File: config.mk
export PLATFORM = sky130hd
export DESIGN_NAME = atf_error_address_regs
export DESIGN_NICKNAME = d
export VERILOG_FILES = /design/src/atf_pkg.sv /design/src/atf_addr_decode.sv /design/src/atf_error_address_regs.sv
export VERILOG_INCLUDE_DIRS = /design/src /design/src/src
export SDC_FILE = /design/constraint.sdc
export NUM_CORES = 1
export LEC_CHECK = 0
export BUFFER_PORTS_ARGS = -buffer_cell sky130_fd_sc_hd__buf_2
export CORE_MARGIN = 2
export CORE_UTILIZATION = 50
export DETAILED_ROUTE_END_ITERATION = 10
export PLACE_DENSITY = 0.85
export SYNTH_ARGS = -nofsm -noshare
export SYNTH_HDL_FRONTEND = slang
export SYNTH_SLANG_ARGS = --single-unit
File: constraint.sdc
create_clock -name sys_clk -period 2.4 [get_ports sys_clk]
set_clock_uncertainty 0.1 [all_clocks]
set_input_delay 0.48 -clock sys_clk [delete_from_list [all_inputs] [get_ports sys_clk]]
set_output_delay 0.48 -clock sys_clk [all_outputs]
set_load 0.05 [all_outputs]
File: src/atf_params.svh
// Field positions, reset values and fixed counts of the taskfile error and address registers.
`ifndef ATF_PARAMS_SVH
`define ATF_PARAMS_SVH
// What this block does
// RQ1: Error-cause bit 7 is raised when a defective storage block is detected.
// RQ2: Error-cause bit 6 is raised when an uncorrectable data error is met.
// RQ3: Error-cause bit 4 is raised when the requested sector is invalid or missing.
// RQ4: Error-cause bit 2 is raised when a command aborts on status or bad opcode.
// RQ5: Error-cause bit 0 reports a general error not covered by other bits.
// RQ6: Error-cause content only means something while status error bit 0 is set.
// RQ7: Error-cause bits 5, 3 and 1 read zero; the host cannot write it.
// RQ8: A block count of zero requests 256 sectors for reads and writes.
// RQ9: A successful command leaves the block count register at zero.
// RQ10: A failed command leaves the sectors still remaining in the block count register.
// RQ11: Address byte 0 is the starting sector, or linear address bits 7-0.
// RQ12: Address byte 1 is the cylinder low byte, or linear address bits 15-8.
// RQ13: Address byte 2 is the cylinder high byte, or linear address bits 23-16.
// RQ14: The host writes drive/head bits seven and five as one.
// RQ15: Drive/head bit 6 selects geometric (zero) or linear (one) addressing.
// RQ16: The host always writes the drive number bit, bit four, as zero.
// RQ17: Drive/head low nibble is the head number, or linear address bits 27-24.
// RQ18: Linear mode joins low nibble and three address bytes into 28 bits.
// RQ19: Status bit 0 is set when the previous command ended in any error.
// RQ20: Register values travel as frame fields, not over a parallel register bus.

// Error-cause bit positions.
`define ATF_ERR_BIT_DEFECT   7
`define ATF_ERR_BIT_UNCORR   6
`define ATF_ERR_BIT_NOTFOUND 4
`define ATF_ERR_BIT_ABORT    2
`define ATF_ERR_BIT_GENERAL  0

// Status bit positions.
`define ATF_STAT_BIT_BUSY  7
`define ATF_STAT_BIT_READY 6
`define ATF_STAT_BIT_WF    5
`define ATF_STAT_BIT_DSC   4
`define ATF_STAT_BIT_ERR   0

// Drive/head bit positions.
`define ATF_DH_BIT_LINEAR 6
`define ATF_DH_BIT_DRIVE  4

// Counts and reset values.
`define ATF_ZERO_COUNT_SECTORS 9'h100
`define ATF_CNT_W_MIN          9
`define ATF_RST_BYTE           8'h00
`define ATF_RST_DEV_HEAD       8'hA0
`define ATF_RST_REMAIN         9'h000
`endif

File: src/atf_pkg.sv
// Types shared by the taskfile register block and its address decoder.
`include "atf_params.svh"
package atf_pkg;

  // Error-cause layout; the zero fields are never set.
  typedef struct packed {
    logic defective_block_flag;
    logic uncorrectable_flag;
    logic zero5;
    logic sector_not_found_flag;
    logic zero3;
    logic command_aborted_flag;
    logic zero1;
    logic general_error_flag;
  } atf_error_t;

  // Status byte as returned to the host.
  typedef struct packed {
    logic busy;
    logic ready;
    logic write_fault;
    logic seek_done;
    logic data_request;
    logic corrected;
    logic index;
    logic err;
  } atf_status_t;

  // Drive/head byte.
  typedef struct packed {
    logic fixed7;
    logic linear_addressing_select;
    logic fixed5;
    logic drive_number_bit;
    logic head_or_addr_bit3;
    logic head_or_addr_bit2;
    logic head_or_addr_bit1;
    logic head_or_addr_bit0;
  } atf_dev_head_t;

  // Command-block fields carried in a register frame.
  typedef struct packed {
    logic [7:0]    count;
    logic [7:0]    addr0;
    logic [7:0]    addr1;
    logic [7:0]    addr2;
    atf_dev_head_t dev_head;
  } atf_taskfile_t;

  // Host-to-device register frame fields.
  typedef struct packed {
    logic          is_command;
    logic [7:0]    opcode;
    atf_taskfile_t tf;
  } atf_h2d_t;

  // Device-to-host register frame fields.
  typedef struct packed {
    atf_status_t   status;
    atf_error_t    error;
    atf_taskfile_t tf;
  } atf_d2h_t;

  // Error events reported by the execution engine.
  typedef struct packed {
    logic defective_block_flag;
    logic uncorrectable_flag;
    logic sector_not_found_flag;
    logic command_aborted_flag;
    logic general_error_flag;
  } atf_exec_err_t;

  typedef enum logic [1:0] {ATF_IDLE, ATF_EXEC, ATF_DONE} atf_state_t;

  // A zero block count stands for the largest transfer.
  function automatic logic [8:0] atf_expand_count(input logic [7:0] cnt);
    atf_expand_count = (cnt == 8'h00) ? `ATF_ZERO_COUNT_SECTORS : {1'b0, cnt};
  endfunction

endpackage
File: src/atf_addr_decode.sv
// Registered decode of the starting address in geometric or linear form.
`timescale 1ns/1ps
`include "atf_params.svh"
module atf_addr_decode (
  input  wire logic                  sys_clk,
  input  wire logic                  reset,
  input  wire logic                  load,
  input  wire atf_pkg::atf_taskfile_t tf,
  output logic                       linear_mode,
  output logic [27:0]                start_lba,
  output logic [15:0]                chs_cylinder,
  output logic [3:0]                 chs_head,
  output logic [7:0]                 chs_sector
);

  logic [3:0] nibble;

  // Low nibble of drive/head, shared by both addressing forms.
  assign nibble = {tf.dev_head.head_or_addr_bit3, tf.dev_head.head_or_addr_bit2,
                   tf.dev_head.head_or_addr_bit1, tf.dev_head.head_or_addr_bit0};

  // Both forms are captured at command start so the engine sees stable values.
  always_ff @(posedge sys_clk) begin
    if (reset) begin
      linear_mode  <= 1'b0;
      start_lba    <= 28'h000_0000;
      chs_cylinder <= 16'h0000;
      chs_head     <= 4'h0;
      chs_sector   <= 8'h00;
    end else if (load) begin
      // RQ15 mode select bit
      linear_mode  <= tf.dev_head.linear_addressing_select;
      // RQ18 join address bytes
      start_lba    <= {nibble, tf.addr2, tf.addr1, tf.addr0};
      // RQ12 RQ13 cylinder bytes
      chs_cylinder <= {tf.addr2, tf.addr1};
      // RQ17 head number nibble
      chs_head     <= nibble;
      // RQ11 starting sector byte
      chs_sector   <= tf.addr0;
    end
  end

  lba_join_a: assert property (@(posedge sys_clk) disable iff (reset) // RQ18
    load |=> start_lba == {$past(nibble), $past(tf.addr2), $past(tf.addr1), $past(tf.addr0)})
    else $error("Linear start address does not match the captured bytes.");

  mode_sel_a: assert property (@(posedge sys_clk) disable iff (reset) // RQ15
    load |=> linear_mode == $past(tf.dev_head.linear_addressing_select) && chs_head == start_lba[27:24])
    else $error("Addressing mode or head nibble was not captured.");

endmodule

File: src/atf_error_address_regs.sv
// Taskfile error-cause, block count and address registers, exchanged as frame fields.
`timescale 1ns/1ps
`include "atf_params.svh"
module atf_error_address_regs #(
  parameter int CNT_W = 9
) (
  input  wire logic                  sys_clk,
  input  wire logic                  reset,
  input  wire logic                  h2d_valid,
  input  wire atf_pkg::atf_h2d_t     h2d,
  input  wire logic                  cmd_supported,
  input  wire logic                  dev_not_ready,
  input  wire logic                  dev_write_fault,
  input  wire logic                  exec_sector_done,
  input  wire logic                  exec_done,
  input  wire atf_pkg::atf_exec_err_t exec_err,
  output logic                       d2h_valid,
  output atf_pkg::atf_d2h_t          d2h,
  output logic                       cmd_start,
  output logic [7:0]                 cmd_opcode,
  output logic                       busy,
  output logic [CNT_W-1:0]           xfer_sectors,
  output logic                       linear_mode,
  output logic [27:0]                start_lba,
  output logic [15:0]                chs_cylinder,
  output logic [3:0]                 chs_head,
  output logic [7:0]                 chs_sector
);

  // The remaining counter must hold the 256-sector case.
  generate
    if (CNT_W < `ATF_CNT_W_MIN) begin : g_bad_width
      $error("CNT_W too narrow for a full 256-sector transfer.");
    end
  endgenerate

  atf_pkg::atf_state_t    state_ff;
  atf_pkg::atf_state_t    nxt_state;
  atf_pkg::atf_taskfile_t tf_ff;
  atf_pkg::atf_error_t    error_ff;
  atf_pkg::atf_error_t    nxt_error;
  logic [CNT_W-1:0]       remain_ff;
  logic                   fault_seen_ff;
  logic                   accept;
  logic                   refuse;
  logic                   failed;
  logic [CNT_W-1:0]       full_count;

  // A command frame is taken only while no command is running.
  assign accept = h2d_valid && h2d.is_command && (state_ff != atf_pkg::ATF_EXEC);

  // RQ4 abort at start
  assign refuse = !cmd_supported || dev_not_ready || dev_write_fault;

  // Any cause bit marks the command as failed.
  assign failed = |nxt_error;

  // RQ8 zero means 256
  assign full_count = CNT_W'(atf_pkg::atf_expand_count(h2d.tf.count));

  // Command sequencing: an unsupported or blocked command never enters execution.
  always_comb begin
    nxt_state = state_ff;
    case (state_ff)
      atf_pkg::ATF_IDLE: begin
        if (accept) begin
          nxt_state = refuse ? atf_pkg::ATF_DONE : atf_pkg::ATF_EXEC;
        end
      end
      atf_pkg::ATF_EXEC: begin
        if (exec_done) begin
          nxt_state = atf_pkg::ATF_DONE;
        end
      end
      atf_pkg::ATF_DONE: begin
        if (accept) begin
          nxt_state = refuse ? atf_pkg::ATF_DONE : atf_pkg::ATF_EXEC;
        end else begin
          nxt_state = atf_pkg::ATF_IDLE;
        end
      end
      default: begin
        nxt_state = atf_pkg::ATF_IDLE;
      end
    endcase
  end

  // State register.
  always_ff @(posedge sys_clk) begin
    if (reset) begin
      state_ff <= atf_pkg::ATF_IDLE;
    end else begin
      state_ff <= nxt_state;
    end
  end

  // Error-cause update: a new command clears it; engine events are collected only during execution.
  always_comb begin
    nxt_error = error_ff;
    if (accept) begin
      nxt_error = '0;
      // RQ4 abort cause bit
      nxt_error.command_aborted_flag = refuse;
    end else if (state_ff == atf_pkg::ATF_EXEC) begin
      // RQ1 defective block
      nxt_error.defective_block_flag  = error_ff.defective_block_flag | exec_err.defective_block_flag;
      // RQ2 uncorrectable data
      nxt_error.uncorrectable_flag    = error_ff.uncorrectable_flag | exec_err.uncorrectable_flag;
      // RQ3 sector not found
      nxt_error.sector_not_found_flag = error_ff.sector_not_found_flag | exec_err.sector_not_found_flag;
      // RQ4 aborted in execution
      nxt_error.command_aborted_flag  = error_ff.command_aborted_flag | exec_err.command_aborted_flag;
      // RQ5 general error
      nxt_error.general_error_flag    = error_ff.general_error_flag | exec_err.general_error_flag;
    end
    // RQ7 reserved bits zero
    nxt_error.zero5 = 1'b0;
    nxt_error.zero3 = 1'b0;
    nxt_error.zero1 = 1'b0;
  end

  // Error-cause register; no host path writes it.
  always_ff @(posedge sys_clk) begin
    if (reset) begin
      error_ff <= `ATF_RST_BYTE;
    end else begin
      error_ff <= nxt_error;
    end
  end

  // Write fault seen at command start is kept for the status byte of that command.
  always_ff @(posedge sys_clk) begin
    if (reset) begin
      fault_seen_ff <= 1'b0;
    end else if (accept) begin
      fault_seen_ff <= dev_write_fault;
    end
  end

  // Sectors still owed to the host; frozen once the engine reports completion.
  always_ff @(posedge sys_clk) begin
    if (reset) begin
      remain_ff <= CNT_W'(`ATF_RST_REMAIN);
    end else if (accept) begin
      remain_ff <= full_count;
    end else if (state_ff == atf_pkg::ATF_EXEC && exec_sector_done && !exec_done &&
                 remain_ff != '0) begin
      remain_ff <= remain_ff - CNT_W'(1);
    end
  end

  // Shadow taskfile. Host frames are ignored while busy, which is the lock-out.
  always_ff @(posedge sys_clk) begin
    if (reset) begin
      tf_ff.count    <= `ATF_RST_BYTE;
      tf_ff.addr0    <= `ATF_RST_BYTE;
      tf_ff.addr1    <= `ATF_RST_BYTE;
      tf_ff.addr2    <= `ATF_RST_BYTE;
      tf_ff.dev_head <= `ATF_RST_DEV_HEAD;
    end else if (h2d_valid && state_ff != atf_pkg::ATF_EXEC) begin
      // RQ14 RQ16 stored as written
      tf_ff <= h2d.tf;
    end else if (state_ff == atf_pkg::ATF_EXEC && exec_done) begin
      // RQ9 RQ10 residual count
      tf_ff.count <= failed ? remain_ff[7:0] : 8'h00;
    end
  end

  // Command hand-off to the execution engine.
  always_ff @(posedge sys_clk) begin
    if (reset) begin
      cmd_start    <= 1'b0;
      cmd_opcode   <= 8'h00;
      xfer_sectors <= '0;
    end else begin
      cmd_start <= accept && !refuse;
      if (accept) begin
        cmd_opcode   <= h2d.opcode;
        // RQ8 full transfer length
        xfer_sectors <= full_count;
      end
    end
  end

  // Busy follows execution; a refused command is never busy.
  always_ff @(posedge sys_clk) begin
    if (reset) begin
      busy <= 1'b0;
    end else begin
      busy <= (nxt_state == atf_pkg::ATF_EXEC);
    end
  end

  // Completion frame, sent once from the done state.
  always_ff @(posedge sys_clk) begin
    if (reset) begin
      d2h_valid <= 1'b0;
      d2h       <= '0;
    end else begin
      d2h_valid <= (state_ff == atf_pkg::ATF_DONE);
      if (state_ff == atf_pkg::ATF_DONE) begin
        d2h.status              <= '0;
        d2h.status.ready        <= 1'b1;
        d2h.status.seek_done    <= 1'b1;
        d2h.status.write_fault  <= fault_seen_ff;
        // RQ19 RQ6 error summary
        d2h.status.err          <= |error_ff;
        d2h.error               <= error_ff;
        // RQ20 fields in frame
        d2h.tf                  <= tf_ff;
      end
    end
  end

  // Address capture happens with the command so later host frames cannot disturb it.
  atf_addr_decode u_addr_decode (
    .sys_clk      (sys_clk),
    .reset        (reset),
    .load         (accept),
    .tf           (h2d.tf),
    .linear_mode  (linear_mode),
    .start_lba    (start_lba),
    .chs_cylinder (chs_cylinder),
    .chs_head     (chs_head),
    .chs_sector   (chs_sector)
  );

  zero_count_a: assert property (@(posedge sys_clk) disable iff (reset) // RQ8
    accept && !refuse && h2d.tf.count == 8'h00 |=> cmd_start && xfer_sectors == CNT_W'(`ATF_ZERO_COUNT_SECTORS))
    else $error("A zero block count did not request 256 sectors.");

  abort_report_a: assert property (@(posedge sys_clk) disable iff (reset) // RQ4
    accept && !cmd_supported |-> ##2 d2h_valid && d2h.error.command_aborted_flag && d2h.status.err)
    else $error("Unsupported command was not reported as aborted.");

  defect_flag_a: assert property (@(posedge sys_clk) disable iff (reset) // RQ1
    state_ff == atf_pkg::ATF_EXEC && !accept && exec_err.defective_block_flag |=> error_ff.defective_block_flag)
    else $error("Defective block event was not recorded.");

  uncorr_flag_a: assert property (@(posedge sys_clk) disable iff (reset) // RQ2
    state_ff == atf_pkg::ATF_EXEC && exec_err.uncorrectable_flag |=> error_ff.uncorrectable_flag)
    else $error("Uncorrectable event was not recorded.");

  notfound_flag_a: assert property (@(posedge sys_clk) disable iff (reset) // RQ3
    state_ff == atf_pkg::ATF_EXEC && exec_err.sector_not_found_flag |=> error_ff.sector_not_found_flag)
    else $error("Sector not found event was not recorded.");

  general_flag_a: assert property (@(posedge sys_clk) disable iff (reset) // RQ5
    state_ff == atf_pkg::ATF_EXEC && exec_err.general_error_flag |=> error_ff.general_error_flag)
    else $error("General error event was not recorded.");

  reserved_zero_a: assert property (@(posedge sys_clk) disable iff (reset) // RQ7
    !error_ff.zero5 && !error_ff.zero3 && !error_ff.zero1)
    else $error("A reserved error-cause bit is set.");

  success_count_a: assert property (@(posedge sys_clk) disable iff (reset) // RQ9
    d2h_valid && !d2h.status.err |-> d2h.tf.count == 8'h00)
    else $error("Successful completion left a nonzero block count.");

  residual_count_a: assert property (@(posedge sys_clk) disable iff (reset) // RQ10
    d2h_valid && d2h.status.err |-> d2h.tf.count == $past(remain_ff[7:0]))
    else $error("Failed completion did not report the remaining sectors.");

  error_status_a: assert property (@(posedge sys_clk) disable iff (reset) // RQ19
    state_ff == atf_pkg::ATF_DONE |=> d2h_valid && d2h.status.err == (|$past(error_ff)))
    else $error("Status error bit does not match the error-cause register.");

  busy_window_a: assert property (@(posedge sys_clk) disable iff (reset) // RQ20
    state_ff == atf_pkg::ATF_EXEC && exec_done |=> !busy ##1 d2h_valid)
    else $error("Completion frame did not follow the end of execution.");

  start_count_a: assert property (@(posedge sys_clk) disable iff (reset) // RQ8
    accept && !refuse && h2d.tf.count != 8'h00 |=>
    xfer_sectors == CNT_W'($past(h2d.tf.count)))
    else $error("A nonzero block count was not passed on as written.");

  refuse_hold_a: assert property (@(posedge sys_clk) disable iff (reset) // RQ4
    accept && refuse |=>
    !cmd_start && !busy)
    else $error("A refused command reached the engine.");

  notready_abort_a: assert property (@(posedge sys_clk) disable iff (reset) // RQ4
    accept && dev_not_ready |->
    ##2 d2h_valid && d2h.error.command_aborted_flag)
    else $error("A command met while not ready was not aborted.");

  fault_abort_a: assert property (@(posedge sys_clk) disable iff (reset) // RQ4
    accept && dev_write_fault |->
    ##2 d2h_valid && d2h.error.command_aborted_flag && d2h.status.write_fault)
    else $error("A command met during a write fault was not aborted.");

  exec_abort_a: assert property (@(posedge sys_clk) disable iff (reset) // RQ4
    state_ff == atf_pkg::ATF_EXEC && exec_err.command_aborted_flag |=>
    error_ff.command_aborted_flag)
    else $error("An abort during execution was not recorded.");

  cause_clear_a: assert property (@(posedge sys_clk) disable iff (reset) // RQ19
    accept && !refuse |=>
    error_ff == '0)
    else $error("A new command did not clear the error cause.");

  clean_cause_a: assert property (@(posedge sys_clk) disable iff (reset) // RQ6
    d2h_valid && !d2h.status.err |->
    d2h.error == '0)
    else $error("Error cause was set without the status error bit.");

  error_cause_a: assert property (@(posedge sys_clk) disable iff (reset) // RQ6
    d2h_valid && d2h.status.err |->
    d2h.error != '0)
    else $error("Status error bit was set with no error cause.");

  ready_status_a: assert property (@(posedge sys_clk) disable iff (reset) // RQ19
    d2h_valid |->
    d2h.status.ready && d2h.status.seek_done && !d2h.status.busy)
    else $error("Completion status did not report a ready device.");

  frame_fields_a: assert property (@(posedge sys_clk) disable iff (reset) // RQ20
    state_ff == atf_pkg::ATF_DONE |=>
    d2h.tf == $past(tf_ff))
    else $error("Completion frame did not carry the taskfile fields.");

  count_freeze_a: assert property (@(posedge sys_clk) disable iff (reset) // RQ10
    state_ff == atf_pkg::ATF_EXEC && exec_done |=>
    remain_ff == $past(remain_ff))
    else $error("Remaining count moved at the end of execution.");

  count_floor_a: assert property (@(posedge sys_clk) disable iff (reset) // RQ10
    remain_ff == '0 && !accept |=>
    remain_ff == '0)
    else $error("Remaining count wrapped below zero.");

  success_clear_a: assert property (@(posedge sys_clk) disable iff (reset) // RQ9
    state_ff == atf_pkg::ATF_EXEC && exec_done && !failed |=>
    tf_ff.count == 8'h00)
    else $error("A successful command did not clear the block count.");

  busy_level_a: assert property (@(posedge sys_clk) disable iff (reset) // RQ20
    busy ==
    (state_ff == atf_pkg::ATF_EXEC))
    else $error("Busy does not follow execution.");

  frame_lockout_a: assert property (@(posedge sys_clk) disable iff (reset) // RQ20
    h2d_valid && state_ff == atf_pkg::ATF_EXEC && !exec_done |=>
    tf_ff == $past(tf_ff))
    else $error("A host frame changed the taskfile while busy.");

  shadow_store_a: assert property (@(posedge sys_clk) disable iff (reset) // RQ14 RQ16
    h2d_valid && state_ff != atf_pkg::ATF_EXEC |=>
    tf_ff == $past(h2d.tf))
    else $error("A host frame was not stored in the taskfile.");

endmodule

==> results of run 1 <==
## final cells by class
class	count	area (µm²)
clock inverters	7	112.6
well taps	143	178.9
multi-input cells	491	2380
flip-flops and latches	154	3083
repair buffers	202	1064
fillers	980	4136
inverters	3	11.26
clock buffers	24	501.7
## power groups by stage
stage | combinational [W] | sequential, W | clock, W
6_report | 0.000743 | 0.00273 | 0.00275
5_1_grt | 0.000794 | 0.00274 | 0.00290
4_1_cts | 0.000743 | 0.00272 | 0.00279
3_5_place_dp | 0.000741 | 0.00278 | 0
3_3_place_gp | 0.000731 | 0.00277 | 0
2_1_floorplan | 0.000398 | 0.00294 | 0
## metrics by stage
stage	util, %	total power (W)	hold WS [ns]	std cells
after floorplan	-	0.003336	0.3318	730
after global placement	58.57	0.003506	0.3375	993
after detailed placement	58.57	0.003520	0.3434	993
after CTS	63.93	0.006256	0.1903	1024
after global routing	63.93	0.006432	0.1960	1024
final	63.93	0.006221	0.2049	1024
## registers in the layout (all words and copies together), names as in the netlist
name,cells
d2h,48
tf_ff,40
u_addr_decode.chs_cylinder,15
remain_ff,9
xfer_sectors,9
cmd_opcode,8
u_addr_decode.chs_sector,7
error_ff,5
u_addr_decode.chs_head,4
state_ff,2
u_addr_decode.start_lba,2
busy,1
cmd_start,1
d2h_valid,1
fault_seen_ff,1
u_addr_decode.linear_mode,1
## layer usage
metal  up-vias  GRT usage (%)  part of all wire [%]
met3        26          6.263                   7.5
met4         0          8.699                   1.7
li1       2652              -                     -
met2       224          40.64                    48
met5         -              0                     0
met1      2481          29.44                    42
## cells in the final DEF, fill, tap and decap left out, types with 2 or more instances in the layout
master,instances
a211oi_1,6
a21oi_1,128
a221o_1,8
a22oi_1,2
a31oi_1,3
and2_1,8
buf_2,186
buf_4,15
bufinv_16,3
clkbuf_1,2
clkbuf_16,17
clkbuf_8,5
clkinv_2,3
conb_1,7
dfxtp_1,154
inv_1,3
nand2_1,253
nand2b_1,2
nand3_1,3
nand3b_1,3
nand4b_1,2
nor2_1,18
nor2b_1,4
nor3_1,6
nor3b_1,2
nor4_1,3
o211ai_1,3
or3_1,4
or4_1,2
xnor2_1,3
## worst max-delay path, cell delays in order (launching register included)
cell and delay [ns]:
dfxtp_1 0.42, nor2b_1 0.20, buf_4 0.18, o311ai_0 0.19
nand3_1 0.39, a221o_1 0.45
## kinds of logic after synthesis
family | Yosys count | synth area share, %
AND/OR/NAND/NOR | 320 | 22.93
AO/OA/AOI/OAI | 160 | 15.98
flip-flops | 154 | 52.21
buffers and inverters | 85 | 8.158
XOR/XNOR | 3 | 0.4451
adder cells (fa/ha/maj) | 1 | 0.2119
other | 1 | 0.06351
## worst min-delay path by stage
stage	to	slack, ns	depth (start not counted)
6_report	cmd_opcode[3]$_SDFFE_PP0P_	0.20	3
3_5_place_dp	d2h[6]$_SDFFE_PP0P_	0.34	2
3_3_place_gp	d2h[3]$_SDFFE_PP0P_	0.34	2
4_1_cts	cmd_opcode[3]$_SDFFE_PP0P_	0.19	3
5_1_grt	cmd_opcode[6]$_SDFFE_PP0P_	0.20	3
2_1_floorplan	d2h[32]$_SDFFE_PP0P_	0.33	2
==> impl_metrics.csv, run 1 <==
group,metric,value,unit
run_status,outcome,"finished, final reports clean",
worst_hold_path,holdCritStartpoint,"h2d[43]",
placement,hpwl,10.26,mm
cells_and_area,antenna_cells,0,
run,drv_cap,0,
critical_path,cp.required,2.60,ns
detailed_routing,post_drt_wl_per_cell,14.97,µm
cells_and_area,layout-drive-gt1-share,27.58,%
power_and_ir_drop,irDropWorstVdd,0.0006629,V
timing,rsz0062_at_grt,"false",
placement,portBuffers,187,
die,num_rows,39,
clock_network,cts_resized,0,
global_route,grt_max_degree,67,
timing,worst_slack,0.3728,ns
detailed_routing,wl,15.33,mm
logic_synthesis,yosys_warnings,0,
timing,hold_viol_final,0,
logic_synthesis,synthTopCellsByArea,"dfxtp_1 52%, nand2_1 16%, a21oi_1 11%, buf_4 4.7%, clkbuf_1 2.2%",
critical_path,r2r_start,"state_ff[0]$_SDFF_PP0_",
cells_and_area,fin_area,0.007331,mm²
critical_path,critPathArrivalTime,2.23,ns
logic_synthesis,yosysUniqueCellTypes,48,
clock_network,cts_tree,"built",
power_and_ir_drop,swShare,25.78,%
logic_synthesis,ys.flop_type,"dfxtp_1",
logic_synthesis,synth_edf_count,0,
timing,setup_violations,0,
critical_path,endpoint,"tf_ff[36]$_SDFFE_PP0P_",
cells_and_area,synthToLayoutAreaGrowth,24.16,%
timing,max_freq,0.4933,GHz
logic_synthesis,synth_most_common_cell,"nand2_1",
detailed_routing,drtAntennaViolNets,0,
cells_and_area,nets,932,
logic_synthesis,yosysTopAreaCellShare,52.21,%
timing,fin_crit_sh,84.47,%
global_route,overflow,0,
die,core-area,0.01147,mm²
global_route,first_global_vias,5028,
clock_network,clk_latency,0.42,ns
timing,period_minus_slack,2.027,ns
clock_network,clkSinkCount,154,
clock_network,clkTransAtPathRegs,0.06,ns
logic_synthesis,async_reset_ff_share,0,%
critical_path,crit_type,"flop to flop",
logic_synthesis,seq_area_frac_synth,52.21,%
placement,gp_congestion,0.8559,
logic_synthesis,synth_area,0.005904,mm²
power_and_ir_drop,p_int,0.004617,W
critical_path,worstPathMaxFanout,9,
power_and_ir_drop,power_density,848.7,mW/mm²
timing,worstMarginPinSlew,0.6608,ns
power_and_ir_drop,p_seq_share,43.8,%
global_route,grt_antenna_before_repair,0,
critical_path,startpoint_type,"flop",
critical_path,regToRegSetupSlack,0.37,ns
die,initial_core_util,51.49,%
global_route,grt_pass1_wl,24.29,mm
die,die_h,112.7,µm
critical_path,ff2ff_path_depth,5,
clock_network,cts_setup_buffers,0,
logic_synthesis,synth_top_cell_by_area,"dfxtp_1",
logic_synthesis,synth_common_cells,"253 x nand2_1, 154 x dfxtp_1, 128 x a21oi_1",
die,dieArea,0.01269,mm²
clock_network,cts_root_buf,"clkbuf_16",
detailed_routing,avgViaCountPerCell,5.257,
detailed_routing,drt_iter0_drc,389,
timing,max-slew-margin-rel,55.95,%
detailed_routing,first_pass_iters,7,
timing,tns,0,ns
critical_path,end_kind,"flop",
logic_synthesis,avgSynthCellArea,8.155,µm²
clock_network,numCtsBuffers,17,
clock_network,cts.htree.levels,4,
placement,pre_cts_ws,0.2103,ns
placement,post_dp_cell_area,0.006716,mm²
critical_path,crit_start,"state_ff[0]$_SDFF_PP0_",
global_route,grt.total_usage,23.98,%
clock_network,clockBufferDepth,2,
timing,drv_slew,0,
power_and_ir_drop,power_frac_comb,11.9,%
clock_network,ctsHoldBuffers,0,
logic_synthesis,synth-seq-cells,154,
detailed_routing,dr_total_vias,5383,
detailed_routing,drc,0,
power_and_ir_drop,clock_power_share,44.2,%
logic_synthesis,synthCells,724,
power_and_ir_drop,netSwitchingPower,0.001604,W
worst_hold_path,hold_class,"input pin to flop",
critical_path,r2r-end,"tf_ff[36]$_SDFFE_PP0P_",
die,ios,195,
power_and_ir_drop,p_leak,3.215,nW
die,dieWidth,112.7,µm
No activity file was read; power rests on OpenSTA's default activity.
==> run 2, diff against run 1 <==
- ABC_AREA: unset -> 1
- CORE_UTILIZATION: 50 -> 46
- PLACE_DENSITY: 0.85 -> 0.82
- clock period: 2.4 -> 1.8 ns (I/O delays scaled with it)
==> run 2 against run 1 <==
Effect of this change: sequential cell count unchanged; clock power increased by 52%; hold slack got worse by 0.14 ns; routed wire length decreased by 2.4%; sequential share of layout area decreased by 1.8 points; cell area increased by 4.4%; first-iteration DRC count increased by 15%; maximum frequency increased by 21%; highest routed layer unchanged; non-clock buffer count increased by 2; combinational power increased by 100%.
==> impl_metrics.csv, run 2 <==
group,metric,value,unit
logic_synthesis,ys.flop_type,"dfxtp_1",
clock_network,cts_tree,"built",
power_and_ir_drop,p_leak,3.780,nW
logic_synthesis,synthCells,810,
critical_path,cp.required,2.05,ns
logic_synthesis,synth_area,0.006102,mm²
detailed_routing,dr_total_vias,5667,
clock_network,clockBufferDepth,2,
critical_path,r2r_start,"state_ff[1]$_SDFF_PP0_",
cells_and_area,num-fill-cells,1176,
logic_synthesis,seq_area_frac_synth,50.52,%
die,die_h,119.2,µm
detailed_routing,avgViaCountPerCell,4.945,
die,ios,195,
global_route,grt.total_usage,21.44,%
cells_and_area,register_area,0.003083,mm²
cells_and_area,layout_common_cells,"232 x nor2_1, 187 x buf_2, 154 x dfxtp_1",
critical_path,startpoint_type,"flop",
timing,period_minus_slack,1.680,ns
clock_network,cts_root_buf,"clkbuf_16",
clock_network,ctsHoldBuffers,0,
logic_synthesis,synth_top_cell_by_area,"dfxtp_1",
die,num_rows,42,
timing,worst_slack,0.1197,ns
power_and_ir_drop,power_density,1230,mW/mm²
timing,drv_slew,0,
critical_path,slowest_delay,0.38,ns
clock_network,numCtsBuffers,17,
die,dieArea,0.01420,mm²
critical_path,regToRegSetupSlack,0.12,ns
detailed_routing,drt_iter0_drc,447,
detailed_routing,drtAntennaViolNets,0,
run,drv_cap,0,
critical_path,end_kind,"flop",
global_route,grt_pass1_wl,24.34,mm
placement,portBuffers,187,
cells_and_area,top_regs,"d2h: 48 flops, tf_ff: 40 flops, u_addr_decode.chs_cylinder: 15 flops",
critical_path,worstPathMaxFanout,24,
cells_and_area,antenna_cells,0,
logic_synthesis,avgSynthCellArea,7.533,µm²
clock_network,clkSinkCount,154,
logic_synthesis,synth_common_cells,"232 x nor2_1, 154 x dfxtp_1, 126 x o21ai_0",
die,dieWidth,119.2,µm
cells_and_area,multiInputGateArea,0.002375,mm²
run_status,outcome,"finished, final reports clean",
logic_synthesis,yosysUniqueCellTypes,29,
clock_network,clkTransAtPathRegs,0.06,ns
clock_network,cts.htree.levels,4,
timing,hold_viol_final,0,
die,core-area,0.01309,mm²
die,initial_core_util,46.63,%
critical_path,cp_cell_sequence,"inv_2, nand2_4, nand2_4, inv_2, buf_4, nor2_1, nor2_1",
critical_path,r2r-end,"u_addr_decode.start_lba[7]$_SDFFE_PP0P_",
critical_path,crit_slowest_cell,"dfxtp_1",
global_route,grt_max_degree,67,
timing,max_freq,0.5951,GHz
detailed_routing,wl,14.96,mm
cells_and_area,nets,1020,
cells_and_area,top_register,"d2h",
worst_hold_path,holdCritStartpoint,"reset",
critical_path,critical-path-top-delay-family,"buffers and inverters",
critical_path,path_buf_inv,3,
placement,gp_congestion,0.8440,
detailed_routing,drc,0,
power_and_ir_drop,irDropWorstVdd,0.0006254,V
critical_path,crit_type,"flop to flop",
timing,fin_crit_sh,93.35,%
logic_synthesis,synth_edf_count,0,
clock_network,clk_latency,0.42,ns
detailed_routing,post_drt_wl_per_cell,13.05,µm
placement,hpwl,10.43,mm
timing,setup_violations,0,
timing,tns,0,ns
global_route,grt_antenna_before_repair,0,
cells_and_area,final_common_cell,"nor2_1",
cells_and_area,largest_reg_flops,48,
critical_path,ff2ff_path_depth,7,
logic_synthesis,synth-seq-cells,154,
clock_network,cts_setup_buffers,0,
global_route,overflow,0,
logic_synthesis,yosysTopAreaCellShare,50.52,%
critical_path,critPathArrivalTime,1.93,ns
placement,pre_cts_ws,0.1036,ns
logic_synthesis,async_reset_ff_share,0,%
worst_hold_path,min_to,"xfer_sectors[1]$_SDFFE_PP0P_",
global_route,first_global_vias,5077,
logic_synthesis,synth_most_common_cell,"nor2_1",
logic_synthesis,yosys_warnings,0,
worst_hold_path,hold_depth,2,
worst_hold_path,hold_class,"input pin to flop",
logic_synthesis,synthTopCellsByArea,"dfxtp_1 51%, nor2_1 14%, o21ai_0 10%, nand2_1 5.1%, buf_4 5.0%",
cells_and_area,layout-drive-gt1-share,26.29,%
detailed_routing,first_pass_iters,7,
timing,rsz0062_at_grt,"false",
cells_and_area,synthToLayoutAreaGrowth,25.45,%
==> run 2: layout make-up <==
class,count,area share [%]
Sequential cell,154,40.27
Timing Repair Buffer,204,14.55
Clock buffer,21,6.015
Clock inverter,11,3.138
Multi-Input combinational cell,537,31.02
Tap cell,176,2.877
Inverter,43,2.125
==> run 2: power breakdown <==
group | internal (W) | switching [W] | total, W
Combinational | 0.000380 | 0.00113 | 0.00151
Clock | 0.00282 | 0.00135 | 0.00417
Sequential | 0.00362 | 0.000112 | 0.00373
==> run 2: timing repair <==
item,in CTS,in global routing
hold endpoints to repair,0,0
resized for setup,0,3
setup endpoints to repair,0,9
==> run 2: worst max path at each step <==
stage / start / end / slack [ns] / depth (start not counted)
detailed placement: h2d_valid / u_addr_decode.start_lba[23]$_SDFFE_PP0P_ / 0.10 / 8
global placement: h2d_valid / u_addr_decode.chs_cylinder[8]$_SDFFE_PP0P_ / 0.17 / 8
finish: state_ff[1]$_SDFF_PP0_ / u_addr_decode.start_lba[7]$_SDFFE_PP0P_ / 0.12 / 7
floorplan: remain_ff[0]$_SDFFE_PP0P_ / remain_ff[5]$_SDFFE_PP0P_ / 0.28 / 10
CTS: remain_ff[0]$_SDFFE_PP0P_ / remain_ff[1]$_SDFFE_PP0P_ / 0.10 / 10
global route: state_ff[1]$_SDFF_PP0_ / u_addr_decode.start_lba[7]$_SDFFE_PP0P_ / 0.004 / 7
==> run 2: cell families after synthesis <==
family	synth area share, %
other	0.06145
and+or+nand+nor	23.74
DFF	50.52
buffers and inverters	11.09
adders and majority gates	0.2050
AOI/OAI and AO/OA	14.37
==> run 2: routing by layer <==
layer,GRT usage (%),up-vias,wire (µm)
met5,0,-,0
met4,7.440,0,301
met3,5.987,20,992
met2,36.10,202,7173
met1,26.33,2605,6494
li1,-,2840,-
==> run 2: metrics by stage <==
| stage | instance area, µm² | std cells | util [%] | total power [W] | hold slack (ns) |
|---|---|---|---|---|---|
| 2_1_floorplan | 6125 | 816 | - | 0.004987 | 0.3245 |
| 3_3_place_gp | 6949 | 1114 | 53.11 | 0.005290 | 0.3377 |
| 3_5_place_dp | 6949 | 1114 | 53.11 | 0.005312 | 0.3415 |
| 4_1_cts | 7650 | 1146 | 58.46 | 0.009465 | 0.05091 |
| 5_1_grt | 7655 | 1146 | 58.50 | 0.009786 | 0.05540 |
| 6_report | 7655 | 1146 | 58.50 | 0.009416 | 0.06718 |
==> run 3, diff against run 2 <==
- CORE_UTILIZATION: 46 -> 33
- PLACE_DENSITY: 0.82 -> unset
- PLACE_DENSITY_LB_ADDON: unset -> 0.05
==> run 3 against run 2 <==
Effect of this change: cell area is 0.21% lower; register-to-register slack better by 0.04 ns; count of clock-buffer cells in the layout down 1; critical path depth is the same; highest routed layer unchanged; first-iteration DRC count shrank 57%; core utilization is 16 points lower; routed wire length is 13% higher.
==> impl_metrics.csv, run 3 (synthesis results as in run 2) <==
group,metric,value,unit
placement,post_dp_cell_area,0.007043,mm²
detailed_routing,first_pass_iters,4,
placement,numPlacedInstances,1169,
cells_and_area,fin_area,0.007639,mm²
power_and_ir_drop,power,0.008871,W
clock_network,cts_root_buf,"clkbuf_16",
critical_path,r2r-end,"u_addr_decode.chs_head[2]$_SDFFE_PP0P_",
detailed_routing,wl,16.92,mm
critical_path,critical-path-top-delay-family,"buffers and inverters",
die,core-area,0.01802,mm²
global_route,first_global_vias,5142,
run_status,outcome,"finished, final reports clean",
cells_and_area,antenna_cells,0,
timing,max_freq,0.6112,GHz
detailed_routing,dr_total_vias,5459,
timing,hold_viol_final,0,
clock_network,cts_tree,"built",
power_and_ir_drop,p_leak,3.740,nW
power_and_ir_drop,irDropWorstVdd,0.0006930,V
cells_and_area,final_common_cell,"nor2_1",
critical_path,critPathArrivalTime,1.88,ns
critical_path,slowest_delay,0.39,ns
cells_and_area,synthToLayoutAreaGrowth,25.18,%
critical_path,endpoint,"u_addr_decode.chs_head[2]$_SDFFE_PP0P_",
global_route,grt_antenna_before_repair,0,
placement,hpwl,11.50,mm
clock_network,cts_resized,0,
cells_and_area,largest_reg_flops,48,
die,die_h,140.0,µm
cells_and_area,top_register,"d2h",
global_route,grt.total_usage,17.06,%
detailed_routing,post_drt_wl_per_cell,14.10,µm
placement,gp_congestion,0.8172,
detailed_routing,avgViaCountPerCell,4.549,
timing,rsz0062_at_grt,"false",
critical_path,crit_type,"flop to flop",
worst_hold_path,hold_class,"input pin to flop",
clock_network,cts.htree.levels,4,
timing,holdWs,0.05707,ns
critical_path,crit_start,"state_ff[1]$_SDFF_PP0_",
die,dieArea,0.01959,mm²
cells_and_area,num-fill-cells,1899,
critical_path,path_buf_inv,3,
timing,setup_violations,0,
detailed_routing,drt_iter0_drc,190,
global_route,overflow,0,
critical_path,r2r_start,"state_ff[1]$_SDFF_PP0_",
global_route,grt_max_degree,70,
timing,period_minus_slack,1.636,ns
cells_and_area,nets,1022,
clock_network,cts_setup_buffers,0,
clock_network,clkTransAtPathRegs,0.06,ns
critical_path,cp_cell_sequence,"inv_2, nand2_4, nand2_4, inv_2, buf_4, nor2_1, nor2_1",
timing,tns,0,ns
timing,drv_slew,0,
cells_and_area,top_regs,"d2h: 48 flops, tf_ff: 40 flops, u_addr_decode.chs_cylinder: 15 flops",
critical_path,cp.required,2.04,ns
cells_and_area,layout-drive-gt1-share,26.26,%
clock_network,ctsHoldBuffers,0,
critical_path,ff2ff_path_depth,7,
detailed_routing,drc,0,
die,dieWidth,140.0,µm
die,num_rows,49,
clock_network,numCtsBuffers,17,
detailed_routing,drtAntennaViolNets,0,
critical_path,regToRegSetupSlack,0.16,ns
critical_path,crit_slowest_cell,"dfxtp_1",
critical_path,startpoint_type,"flop",
die,ios,195,
cells_and_area,layout_common_cells,"232 x nor2_1, 187 x buf_2, 154 x dfxtp_1",
placement,portBuffers,187,
clock_network,clkSinkCount,154,
clock_network,clk_latency,0.42,ns
critical_path,end_kind,"flop",
run,drv_cap,0,
clock_network,clockBufferDepth,2,
critical_path,cp.depth,7,
timing,fin_crit_sh,90.90,%
critical_path,worstPathMaxFanout,25,
power_and_ir_drop,power_density,1161,mW/mm²
cells_and_area,instances_no_fill,1200,
die,initial_core_util,33.85,%
global_route,grt_pass1_wl,26.83,mm
-- run 3: worst min path at each step --
stage,start,cells after the start,slack [ns],endpoint
after global routing,h2d[5],3,0.06,tf_ff[5]$_SDFFE_PP1P_
after floorplan,tf_ff[32]$_SDFFE_PP0P_,2,0.32,d2h[32]$_SDFFE_PP0P_
final,h2d[7],3,0.06,tf_ff[7]$_SDFFE_PP1P_
after detailed placement,tf_ff[34]$_SDFFE_PP0P_,2,0.34,d2h[34]$_SDFFE_PP0P_
after CTS,h2d[5],3,0.04,tf_ff[5]$_SDFFE_PP1P_
after global placement,tf_ff[25]$_SDFFE_PP0P_,2,0.35,tf_ff[25]$_SDFFE_PP0P_
-- run 3: metrics by stage --
stage / util, % / worst slack [ns]
after floorplan: - / 0.2788
after global placement: 39.07 / 0.1696
after detailed placement: 39.07 / 0.1287
after CTS: 42.36 / 0.1316
after global routing: 42.38 / 0.008417
final: 42.38 / 0.1639
-- run 3: per-layer routing --
metal	wire [µm]	global-route usage, %	vias up
met4	200	5.368	0
met2	7749	27.63	135
met5	0	0	-
met3	727	3.350	16
li1	-	-	2836
met1	8241	23.02	2472
-- run 3: area by class of cell --
class	instances	area, µm²	share of cell area, %
sequential	154	3083	40.36
inverter	43	162.7	2.129
multi-input combinational	537	2372	31.06
timing repair buffer	206	1141	14.94
clock buffer	20	446.7	5.848
clock inverter	11	146.4	1.916
tap	229	286.5	3.751
-- run 3: report_power, final --
part           leakage (nW)  switching, W  internal [W]
Combinational          2.19       0.00114      0.000383
Clock                 0.286       0.00141       0.00221
Sequential             1.27      0.000107       0.00362
-- run 3: tightest hold or removal path, cell delays in order --
cell     delay (ns)
buf_2          0.08
nand2_1        0.04
nand3_1        0.06
